[src/logic/ttc_pkg.sv]
/*
 * Shared constants of the thermometer/thermostat core: word layout,
 * reset values, command codes of the serial port and conversion timing.
 * Assumes a 200 MHz system clock.
 */
`default_nettype none
package ttc_pkg;
	// Word layout
	localparam int TEMP_W = 9; // Half-degree LSB, two's complement
	localparam int CMD_W = 8;
	localparam int BCNT_W = 5;
	localparam logic [4:0] BCNT_MAX = 5'h1f;
	// Reset values
	localparam logic [8:0] TEMP_POR = 9'h188; // -60 degrees
	localparam logic [8:0] LOWER_FACTORY = 9'h014; // +10 degrees
	localparam logic [8:0] UPPER_FACTORY = 9'h050; // +40 degrees
	// Measurable range
	localparam logic [8:0] TEMP_MIN = 9'h192; // -55 degrees
	localparam logic [8:0] TEMP_MAX = 9'h0fa; // +125 degrees
	// Command codes of the serial port
	localparam logic [7:0] CMD_RD_TEMP = 8'ha1;
	localparam logic [7:0] CMD_RD_UPPER = 8'ha2;
	localparam logic [7:0] CMD_RD_LOWER = 8'ha3;
	localparam logic [7:0] CMD_WR_UPPER = 8'h02;
	localparam logic [7:0] CMD_WR_LOWER = 8'h03;
	localparam logic [7:0] CMD_CONVERT = 8'hee;
	// Conversion timing
	localparam int CLK_MHZ = 200;
	localparam int CONVERT_TRIGGER_TIME_MS = 750;
	localparam int CONVERT_TRIGGER_CYCLES = CONVERT_TRIGGER_TIME_MS * CLK_MHZ * 1000;
	localparam int CONVERT_TRIGGER_CNT_W = 28;
	// Serial port states
	typedef enum logic [1:0] {S_CMD, S_READ, S_WRITE, S_IGNORE} ttc_port_t;
	// Conversion states
	typedef enum logic {C_IDLE, C_BUSY} ttc_convert_trigger_t;
endpackage : ttc_pkg
`default_nettype wire

[src/logic/ttc_core.sv]
/*
 * Thermometer/thermostat core: 3-wire serial slave, conversion timer
 * and the three trip outputs.
 * Assumes the serial pins are asynchronous to clk_sys and that
 * sensor_code is a synchronous reading from the sensing front end.
 */
`timescale 1ns/1ps
`default_nettype none
module ttc_core #(
	parameter int CONVERT_TRIGGER_CYC = ttc_pkg::CONVERT_TRIGGER_CYCLES // Shorten in simulation
) (
	input wire logic clk_sys,
	input wire logic rst,
	input wire logic ce, // Low freezes all state
	input wire logic clock_convert_pin, // Serial clock or convert trigger
	input wire logic port_reset_pin, // High while a transfer is open
	input wire logic data_pin_sample, // Level seen on the data wire
	output logic data_pin_drive, // Level we drive on the data wire
	output logic data_pin_oe_n, // Low while we drive the data wire
	input wire logic [8:0] sensor_code, // Raw reading, half-degree steps
	output logic high_trip_out,
	output logic low_trip_out,
	output logic hysteresis_trip_out,
	output logic convert_trigger_busy // High while a conversion runs
);

	////////////////////////////////////////////////////////////////////
	// Functions

	// Word returned by a read command
	function automatic logic [8:0] ttc_read_word(input logic [7:0] cmd, input logic [8:0] t,
		input logic [8:0] up, input logic [8:0] lo);
		case (cmd)
			ttc_pkg::CMD_RD_TEMP: ttc_read_word = t;
			ttc_pkg::CMD_RD_UPPER: ttc_read_word = up;
			default: ttc_read_word = lo;
		endcase
	endfunction : ttc_read_word

	// Clamp a reading into the measurable range
	function automatic logic [8:0] ttc_clamp(input logic [8:0] v);
		if ($signed(v) < $signed(ttc_pkg::TEMP_MIN))
			ttc_clamp = ttc_pkg::TEMP_MIN;
		else if ($signed(v) > $signed(ttc_pkg::TEMP_MAX))
			ttc_clamp = ttc_pkg::TEMP_MAX;
		else
			ttc_clamp = v;
	endfunction : ttc_clamp

	////////////////////////////////////////////////////////////////////
	// Pin synchronisers and edge finders

	logic [2:0] s1_q, s1_d; // First stage {reset, clock, data}
	logic [2:0] s2_q, s2_d; // Second stage
	logic [1:0] prev_q, prev_d; // Previous {reset, clock}
	logic pe_s, clk_s, dq_s, clk_rise, clk_fall, pe_fall;

	// Next values of the synchronisers
	always_comb
	begin
		s1_d = {port_reset_pin, clock_convert_pin, data_pin_sample};
		s2_d = s1_q;
		prev_d = s2_q[2:1];
	end

	// Registers of the synchronisers
	always_ff @(posedge clk_sys)
	begin
		if (rst)
		begin
			s1_q <= 3'h2; // Idle clock high, port closed
			s2_q <= 3'h2;
			prev_q <= 2'h1;
		end
		else if (ce)
		begin
			s1_q <= s1_d;
			s2_q <= s2_d;
			prev_q <= prev_d;
		end
	end

	assign pe_s = s2_q[2];
	assign clk_s = s2_q[1];
	assign dq_s = s2_q[0];
	assign clk_rise = clk_s & ~prev_q[0];
	assign clk_fall = ~clk_s & prev_q[0];
	assign pe_fall = ~pe_s & prev_q[1];

	////////////////////////////////////////////////////////////////////
	// Serial port

	ttc_pkg::ttc_port_t st_q, st_d;
	logic [4:0] bcnt_q, bcnt_d; // Bits seen in the current phase
	logic [7:0] cmd_q, cmd_d; // Command, shifted in LSB first
	logic [7:0] cmd_new;
	logic [8:0] sh_q, sh_d; // Read shifter, zero fill at the top
	logic [8:0] wr_q, wr_d; // Write data gathered bit by bit
	logic [8:0] upper_q, upper_d; // upper_trip_point
	logic [8:0] lower_q, lower_d; // lower_trip_point
	logic [8:0] temp_q; // measured_temperature
	logic dq_q, dq_d, oe_n_q, oe_n_d;
	logic convert_trigger_cmd, commit;

	// Next values of the serial port
	always_comb
	begin
		st_d = st_q;
		bcnt_d = bcnt_q;
		cmd_d = cmd_q;
		sh_d = sh_q;
		wr_d = wr_q;
		upper_d = upper_q;
		lower_d = lower_q;
		dq_d = dq_q;
		oe_n_d = oe_n_q;
		convert_trigger_cmd = 1'b0;
		commit = 1'b0;
		cmd_new = {dq_s, cmd_q[7:1]};
		if (!pe_s)
		begin
			// Port closed: release the wire and rearm
			st_d = ttc_pkg::S_CMD;
			bcnt_d = '0;
			oe_n_d = 1'b1;
			// Nine or more bits commit; extra bits were dropped
			if (pe_fall && st_q == ttc_pkg::S_WRITE && bcnt_q >= 5'h09)
			begin
				commit = 1'b1;
				if (cmd_q == ttc_pkg::CMD_WR_UPPER)
					upper_d = wr_q;
				else
					lower_d = wr_q;
			end
		end
		else
		begin
			if (clk_rise)
			begin
				// Rising edge samples input and ends our drive
				oe_n_d = 1'b1;
				case (st_q)
					ttc_pkg::S_CMD:
					begin
						cmd_d = cmd_new;
						bcnt_d = bcnt_q + 5'h01;
						if (bcnt_q == 5'h07)
						begin
							bcnt_d = '0;
							case (cmd_new)
								ttc_pkg::CMD_RD_TEMP, ttc_pkg::CMD_RD_UPPER, ttc_pkg::CMD_RD_LOWER:
								begin
									st_d = ttc_pkg::S_READ;
									sh_d = ttc_read_word(cmd_new, temp_q, upper_q, lower_q);
								end
								ttc_pkg::CMD_WR_UPPER, ttc_pkg::CMD_WR_LOWER:
									st_d = ttc_pkg::S_WRITE;
								ttc_pkg::CMD_CONVERT:
								begin
									convert_trigger_cmd = 1'b1;
									st_d = ttc_pkg::S_IGNORE;
								end
								default:
									st_d = ttc_pkg::S_IGNORE; // Unknown command
							endcase
						end
					end
					ttc_pkg::S_WRITE:
					begin
						// Only the first nine data bits count
						if (bcnt_q < 5'h09)
							wr_d[bcnt_q[3:0]] = dq_s;
						if (bcnt_q != ttc_pkg::BCNT_MAX)
							bcnt_d = bcnt_q + 5'h01;
					end
					default:
					begin
					end
				endcase
			end
			if (clk_fall && st_q == ttc_pkg::S_READ)
			begin
				// Falling edge puts out the next bit, zeros after the top
				dq_d = sh_q[0];
				sh_d = {1'b0, sh_q[8:1]};
				oe_n_d = 1'b0;
			end
		end
	end

	// Registers of the serial port
	always_ff @(posedge clk_sys)
	begin
		if (rst)
		begin
			st_q <= ttc_pkg::S_CMD;
			bcnt_q <= '0;
			cmd_q <= '0;
			sh_q <= '0;
			wr_q <= '0;
			upper_q <= ttc_pkg::UPPER_FACTORY;
			lower_q <= ttc_pkg::LOWER_FACTORY;
			dq_q <= 1'b0;
			oe_n_q <= 1'b1;
		end
		else if (ce)
		begin
			st_q <= st_d;
			bcnt_q <= bcnt_d;
			cmd_q <= cmd_d;
			sh_q <= sh_d;
			wr_q <= wr_d;
			upper_q <= upper_d;
			lower_q <= lower_d;
			dq_q <= dq_d;
			oe_n_q <= oe_n_d;
		end
	end

	assign data_pin_drive = dq_q;
	assign data_pin_oe_n = oe_n_q;

	////////////////////////////////////////////////////////////////////
	// Conversion and thermostat

	ttc_pkg::ttc_convert_trigger_t cs_q, cs_d;
	logic [27:0] cnt_q, cnt_d; // Cycles into the conversion
	logic [8:0] temp_d, new_t;
	logic hi_q, hi_d, lo_q, lo_d, com_q, com_d;
	logic convert_trigger_start, convert_trigger_done;

	// Next values of conversion and trip outputs
	always_comb
	begin
		cs_d = cs_q;
		cnt_d = cnt_q;
		temp_d = temp_q;
		hi_d = hi_q;
		lo_d = lo_q;
		com_d = com_q;
		new_t = ttc_clamp(sensor_code);
		// Pin held low keeps converting when the port is closed
		convert_trigger_start = convert_trigger_cmd | (~pe_s & clk_fall) | (~pe_s & ~clk_s);
		convert_trigger_done = 1'b0;
		case (cs_q)
			ttc_pkg::C_IDLE:
			begin
				if (convert_trigger_start)
				begin
					cs_d = ttc_pkg::C_BUSY;
					cnt_d = '0;
				end
			end
			ttc_pkg::C_BUSY:
			begin
				if (cnt_q >= CONVERT_TRIGGER_CYC[27:0] - 28'h0000001)
				begin
					// End of conversion: new word and fresh comparisons
					convert_trigger_done = 1'b1;
					cs_d = ttc_pkg::C_IDLE;
					temp_d = new_t;
					hi_d = $signed(new_t) >= $signed(upper_q);
					lo_d = $signed(new_t) <= $signed(lower_q);
					if ($signed(new_t) >= $signed(upper_q))
						com_d = 1'b1;
					else if ($signed(new_t) < $signed(lower_q))
						com_d = 1'b0;
				end
				else
					cnt_d = cnt_q + 28'h0000001;
			end
			default:
				cs_d = ttc_pkg::C_IDLE;
		endcase
	end

	// Registers of conversion and trip outputs
	always_ff @(posedge clk_sys)
	begin
		if (rst)
		begin
			cs_q <= ttc_pkg::C_IDLE;
			cnt_q <= '0;
			temp_q <= ttc_pkg::TEMP_POR;
			hi_q <= 1'b0;
			lo_q <= 1'b0;
			com_q <= 1'b0;
		end
		else if (ce)
		begin
			cs_q <= cs_d;
			cnt_q <= cnt_d;
			temp_q <= temp_d;
			hi_q <= hi_d;
			lo_q <= lo_d;
			com_q <= com_d;
		end
	end

	assign high_trip_out = hi_q;
	assign low_trip_out = lo_q;
	assign hysteresis_trip_out = com_q;
	assign convert_trigger_busy = (cs_q == ttc_pkg::C_BUSY);
endmodule : ttc_core
`default_nettype wire

[config.mk]
export PLATFORM = sky130hd
export DESIGN_NAME = ttc_core
export DESIGN_NICKNAME = d
export VERILOG_FILES = /design/src/logic/ttc_pkg.sv /design/src/logic/ttc_core.sv
export SDC_FILE = /design/constraint.sdc
export NUM_CORES = 1
export LEC_CHECK = 0
export BUFFER_PORTS_ARGS = -buffer_cell sky130_fd_sc_hd__buf_2
export CAP_MARGIN = 0
export CORE_ASPECT_RATIO = 1.75
export CORE_MARGIN = 2
export CORE_UTILIZATION = 25
export CTS_BUF_LIST = sky130_fd_sc_hd__clkbuf_4 sky130_fd_sc_hd__clkbuf_8
export CTS_CLUSTER_SIZE = 8
export DETAILED_ROUTE_END_ITERATION = 8
export SYNTH_ARGS = -nofsm -noshare
export SYNTH_HDL_FRONTEND = slang
export SYNTH_SLANG_ARGS = --single-unit
[constraint.sdc]
create_clock -name clk_sys -period 4.3 [get_ports clk_sys]
set_input_delay 0.215 -clock clk_sys [delete_from_list [all_inputs] [get_ports clk_sys]]
set_output_delay 0.215 -clock clk_sys [all_outputs]
set_load 0.02 [all_outputs]
==> reports/results.md <==
| Group | Metric | Value |
|---|---|---|
| setup path | Critical path's most frequent cell | sky130_fd_sc_hd__or3_1 |
| detailed routing | Initial DRT Pass Iterations | 5 |
| detailed routing | Via-per-instance ratio | 5.02 |
| placement | DP HPWL | 9.80 mm |
| floorplanning | Y dimension of the die | 195 microns |
| synthesis | Number of enable-type register cells in the synthesized netlist | 0 |
| final layout | Ratio of cells with drive above 1 in the final layout | 0.0757 |
| setup path | CP max-delay cell | sky130_fd_sc_hd__a2111oi_4 |
| timing | Final Slew Violations | 0 |
| timing | Final Worst Setup Slack | 1330 ps |
| detailed routing | DRC Markers | 0 |
| setup path | Type of the worst setup path | reg2reg |
| hold path | Type of the tightest min-delay check | in2reg |
| global routing | Largest net degree at the start of global routing | 68 |
| placement | Total placed instance area | 5580 sq um |
| clock network | H-tree levels | 3 |
| synthesis | Sequential-to-total area share from yosys stat | 0.390 |
| synthesis | Syn. warnings | 0 |
| synthesis | Post-synthesis cell count | 635 |
| floorplanning | DIE AREA | 22200 sq um |
| global routing | Via count of the first global-routing pass | 4436 |
| run status | Status | finished, final reports clean |
| clock network | Clock slew seen by the registers of the worst setup and hold paths | 100 ps |
| setup path | Highest fanout seen on the critical path | 11 |
| synthesis | Syn Std Cell Area | 5230 sq um |
| pwr | Maximum resistive drop on vdd | 0.000135 V |
| pwr | Power per cell area | 283 nW/um^2 |
| final layout | Fill cell instance count of the final layout | 2217 |
| setup path | Ordered cell list for the critical path | or3_1 > or3_1 > or3_1 > a2111oi_4 > mux2i_1 > nor2_1 |
| synthesis | Main synth FF type | sky130_fd_sc_hd__dfxtp_1 |
| clock network | Clk Latency, worst-skew pair | 380 ps |
| clock network | Sinks on the clock net | 102 |
| timing | Final period demand of the worst path | 2970 ps |
| timing | Tightest Pin Transition | 1170 ps |
| clock network | Clk buf depth | 2 |
| placement | Worst setup timing slack at the placement stage | 1360 ps |
| placement | Final weighted congestion in routability-driven placement | 0.840 |
| timing | Final Skew | 14.5 ps |
| timing | Maximum operating frequency | 337 MHz |
| timing | Final number of hold-violating endpoints | 0 |
| final layout | Antenna diode count | 0 |
| run | Max Cap Viol | 0 |
| setup path | Arrival time at the worst endpoint | 3210 ps |
| final layout | Area occupied by multi-input gates | 2950 sq um |
| timing | Slew Limit Headroom | 0.217 |
| synthesis | Count of distinct cell types in the synthesized netlist | 54 |
| global routing | Initial antenna violation count | 0 |
| detailed routing | Detailed-route via count | 4510 |
| detailed routing | Overall routed net length | 13.3 mm |
| floorplanning | Number of standard-cell rows in the floorplan | 70 |
| timing | Final TNS setup | 0 ps |
| clock network | Root cell of the clock tree | sky130_fd_sc_hd__clkbuf_8 |
| detailed routing | Number of DRC markers in iteration 0 | 271 |
| final layout | Number of nets in the layout | 679 |
| final layout | Fin area | 5760 sq um |
| timing | Setup repair after global routing missed its margin | false |
| synthesis | Largest cells by area after synthesis | sky130_fd_sc_hd__dfxtp_1 (39%), sky130_fd_sc_hd__mux2i_1 (6.7%), sky130_fd_sc_hd__a21oi_1 (5.4%) |
| final layout | Reg area | 2040 sq um |
| synthesis | Synthesized net count | 672 |
| setup path | Type of destination of the critical path | register |
| detailed routing | Number of antenna-violating nets in the routed design | 0 |
| floorplanning | X dimension of the die | 113 microns |
| clock network | Count of cells resized by post-cts repair | 0 |
| synthesis | Area share of the largest cell type after synthesis | 0.390 |
| floorplanning | Placeable Area | 20800 sq um |
| timing | Final Setup Violations | 0 |
| synthesis | Share of flip-flops with an asynchronous set or reset after synthesis | 0 |
| detailed routing | Detailed-route wire length per cell | 14.8 microns |
| placement | Buffers on Ports | 20 |
| synthesis | Synth Register Bits | 102 |
| clock network | Num CTS Buffers | 9 |
| clock network | TritonCTS clock tree | yes |
| final layout | Utilization after layout | 0.278 |
| final layout | Area added between synthesis and finish | 10.1% |
| timing | Share of the clock period used by the worst path | 0.690 |
| global routing | Global-route wire length before repair | 22.1 mm |
| pwr | Total leakage power | 2.08 nW |
| setup path | Maximum cell stage delay along the critical path | 870 ps |
| clock network | Post-CTS repair timing setup buffer count | 0 |
| setup path | Data required time at the worst endpoint | 4550 ps |
| global routing | Total grt overflow | 0 |
| clock network | Hold-fix buffers at CTS | 0 |
| floorplanning | Number of top-level pins | 21 |
| setup path | Critical path startpoint category | register |
| synthesis | Cell taking the most area after synthesis | sky130_fd_sc_hd__dfxtp_1 |
| floorplanning | Initial core utilization | 0.252 |
| synthesis | Avg Synthesized Cell Area | 8.24 sq um |
| global routing | Global routing usage summed across all routing layers | 0.123 |
## cells by family after synthesis
family,count (synthesis),share of synthesized area
AND/OR/NAND/NOR,258,0.246
AO/OA/AOI/OAI,144,0.178
multiplexers,36,0.0691
buffers and inverters,62,0.0464
flip-flops,102,0.390
XOR/XNOR,11,0.0184
adder cells (fa/ha/maj),22,0.0526
## cells in the mapped netlist, types with 3 or more instances
cell,number
sky130_fd_sc_hd__a211o_1,3
sky130_fd_sc_hd__a211oi_1,3
sky130_fd_sc_hd__a21o_1,7
sky130_fd_sc_hd__a21oi_1,56
sky130_fd_sc_hd__a22oi_1,13
sky130_fd_sc_hd__and2_1,7
sky130_fd_sc_hd__and3_1,9
sky130_fd_sc_hd__and4_1,3
sky130_fd_sc_hd__clkbuf_1,28
sky130_fd_sc_hd__dfxtp_1,102
sky130_fd_sc_hd__ha_1,22
sky130_fd_sc_hd__inv_1,30
sky130_fd_sc_hd__mux2i_1,35
sky130_fd_sc_hd__nand2_1,58
sky130_fd_sc_hd__nand2b_1,7
sky130_fd_sc_hd__nand3_1,25
sky130_fd_sc_hd__nand3b_1,4
sky130_fd_sc_hd__nand4_1,23
sky130_fd_sc_hd__nor2_1,74
sky130_fd_sc_hd__nor2b_1,5
sky130_fd_sc_hd__nor3_1,7
sky130_fd_sc_hd__nor4_1,3
sky130_fd_sc_hd__o211ai_1,16
sky130_fd_sc_hd__o21a_1,3
sky130_fd_sc_hd__o21ai_0,9
sky130_fd_sc_hd__o21ai_1,11
sky130_fd_sc_hd__o31ai_1,8
sky130_fd_sc_hd__or3_1,17
sky130_fd_sc_hd__or4_1,7
sky130_fd_sc_hd__xnor2_1,3
sky130_fd_sc_hd__xor2_1,8
## worst paths after layout
kind,startpoint,endpoint,slack (ps),depth (start not counted)
setup / recovery,cmd_q[3],upper_q[5],1330,6
hold / removal,clock_convert_pin,s1_q[1],70,3
setup reg to reg,cmd_q[3],upper_q[5],1330,6
hold reg to reg,sh_q[0],sh_q[0],460,2
## worst max-delay path, delay by kind of cell (launching register included)
| kind | cells | cell delay, ps |
|---|---|---|
| simple gates | 4 | 1340 |
| compound gates | 1 | 870 |
| flops | 1 | 350 |
| mux | 1 | 260 |
## cell type report
type,count,share of cell area
multi-input cells,471,0.512
flip-flops and latches,102,0.354
well taps,252,0.0547
repair buffers,28,0.0278
clock buffers,9,0.0215
inverters,30,0.0195
clock inverters,7,0.00999
## metal layers
| layer | vias to the layer above | GRT usage | part of all wire |
|---|---|---|---|
| li1 | 2293 | - | - |
| met1 | 2115 | 0.134 | 0.40 |
| met2 | 82 | 0.233 | 0.54 |
| met3 | 20 | 0.0164 | 0.026 |
| met4 | 0 | 0.0533 | 0.029 |
| met5 | - | 0 | 0 |
## where the power goes
part	total, W	switching [W]	internal [W]
clock network	0.000582	0.000364	0.000218
logic	0.0000956	0.0000639	0.0000317
registers	0.000953	0.00000460	0.000949
total	0.00163	0.000433	0.00120
## sequential cells by signal, summed over array words and instances (netlist names), 2 cells and up
register and cells:
s2_q 3, cnt_q 28, sh_q 9, cmd_q 8
temp_q 9, s1_q 3, upper_q 9, prev_q 2
st_q 2, wr_q 9, bcnt_q 5, lower_q 9
## metrics by stage
| step | hold WS [ps] | total power (W) | std cells |
|---|---|---|---|
| 4_1_cts | 67.3 | 0.00165 | 899 |
| 3_5_place_dp | 445 | 0.00107 | 883 |
| 3_3_place_gp | 439 | 0.00107 | 883 |
| 2_1_floorplan | 343 | 0.00104 | 635 |
| 5_1_grt | 92.0 | 0.00170 | 899 |
| 6_report | 69.0 | 0.00163 | 899 |
## layout by cell type, fill, tap and decap left out, drive strengths merged, types with 3 or more instances in the layout
cell / n
or4: 7
a21o: 7
xnor2: 3
o21ai: 21
ha: 22
and2: 7
a211o: 3
xor2: 8
o21a: 3
nor3: 7
a22oi: 13
a21oi: 56
clkinv: 3
clkbuf: 9
nand3: 25
nor4: 3
and4: 3
nor2: 74
a211oi: 3
mux2i: 35
nor2b: 5
buf: 28
a2111oi: 3
and3: 9
nand4: 23
nand3b: 4
dfxtp: 102
o31ai: 8
or3: 17
inv: 32
nand2: 58
nand2b: 7
o211ai: 16
(Power assumes the default switching activity.)
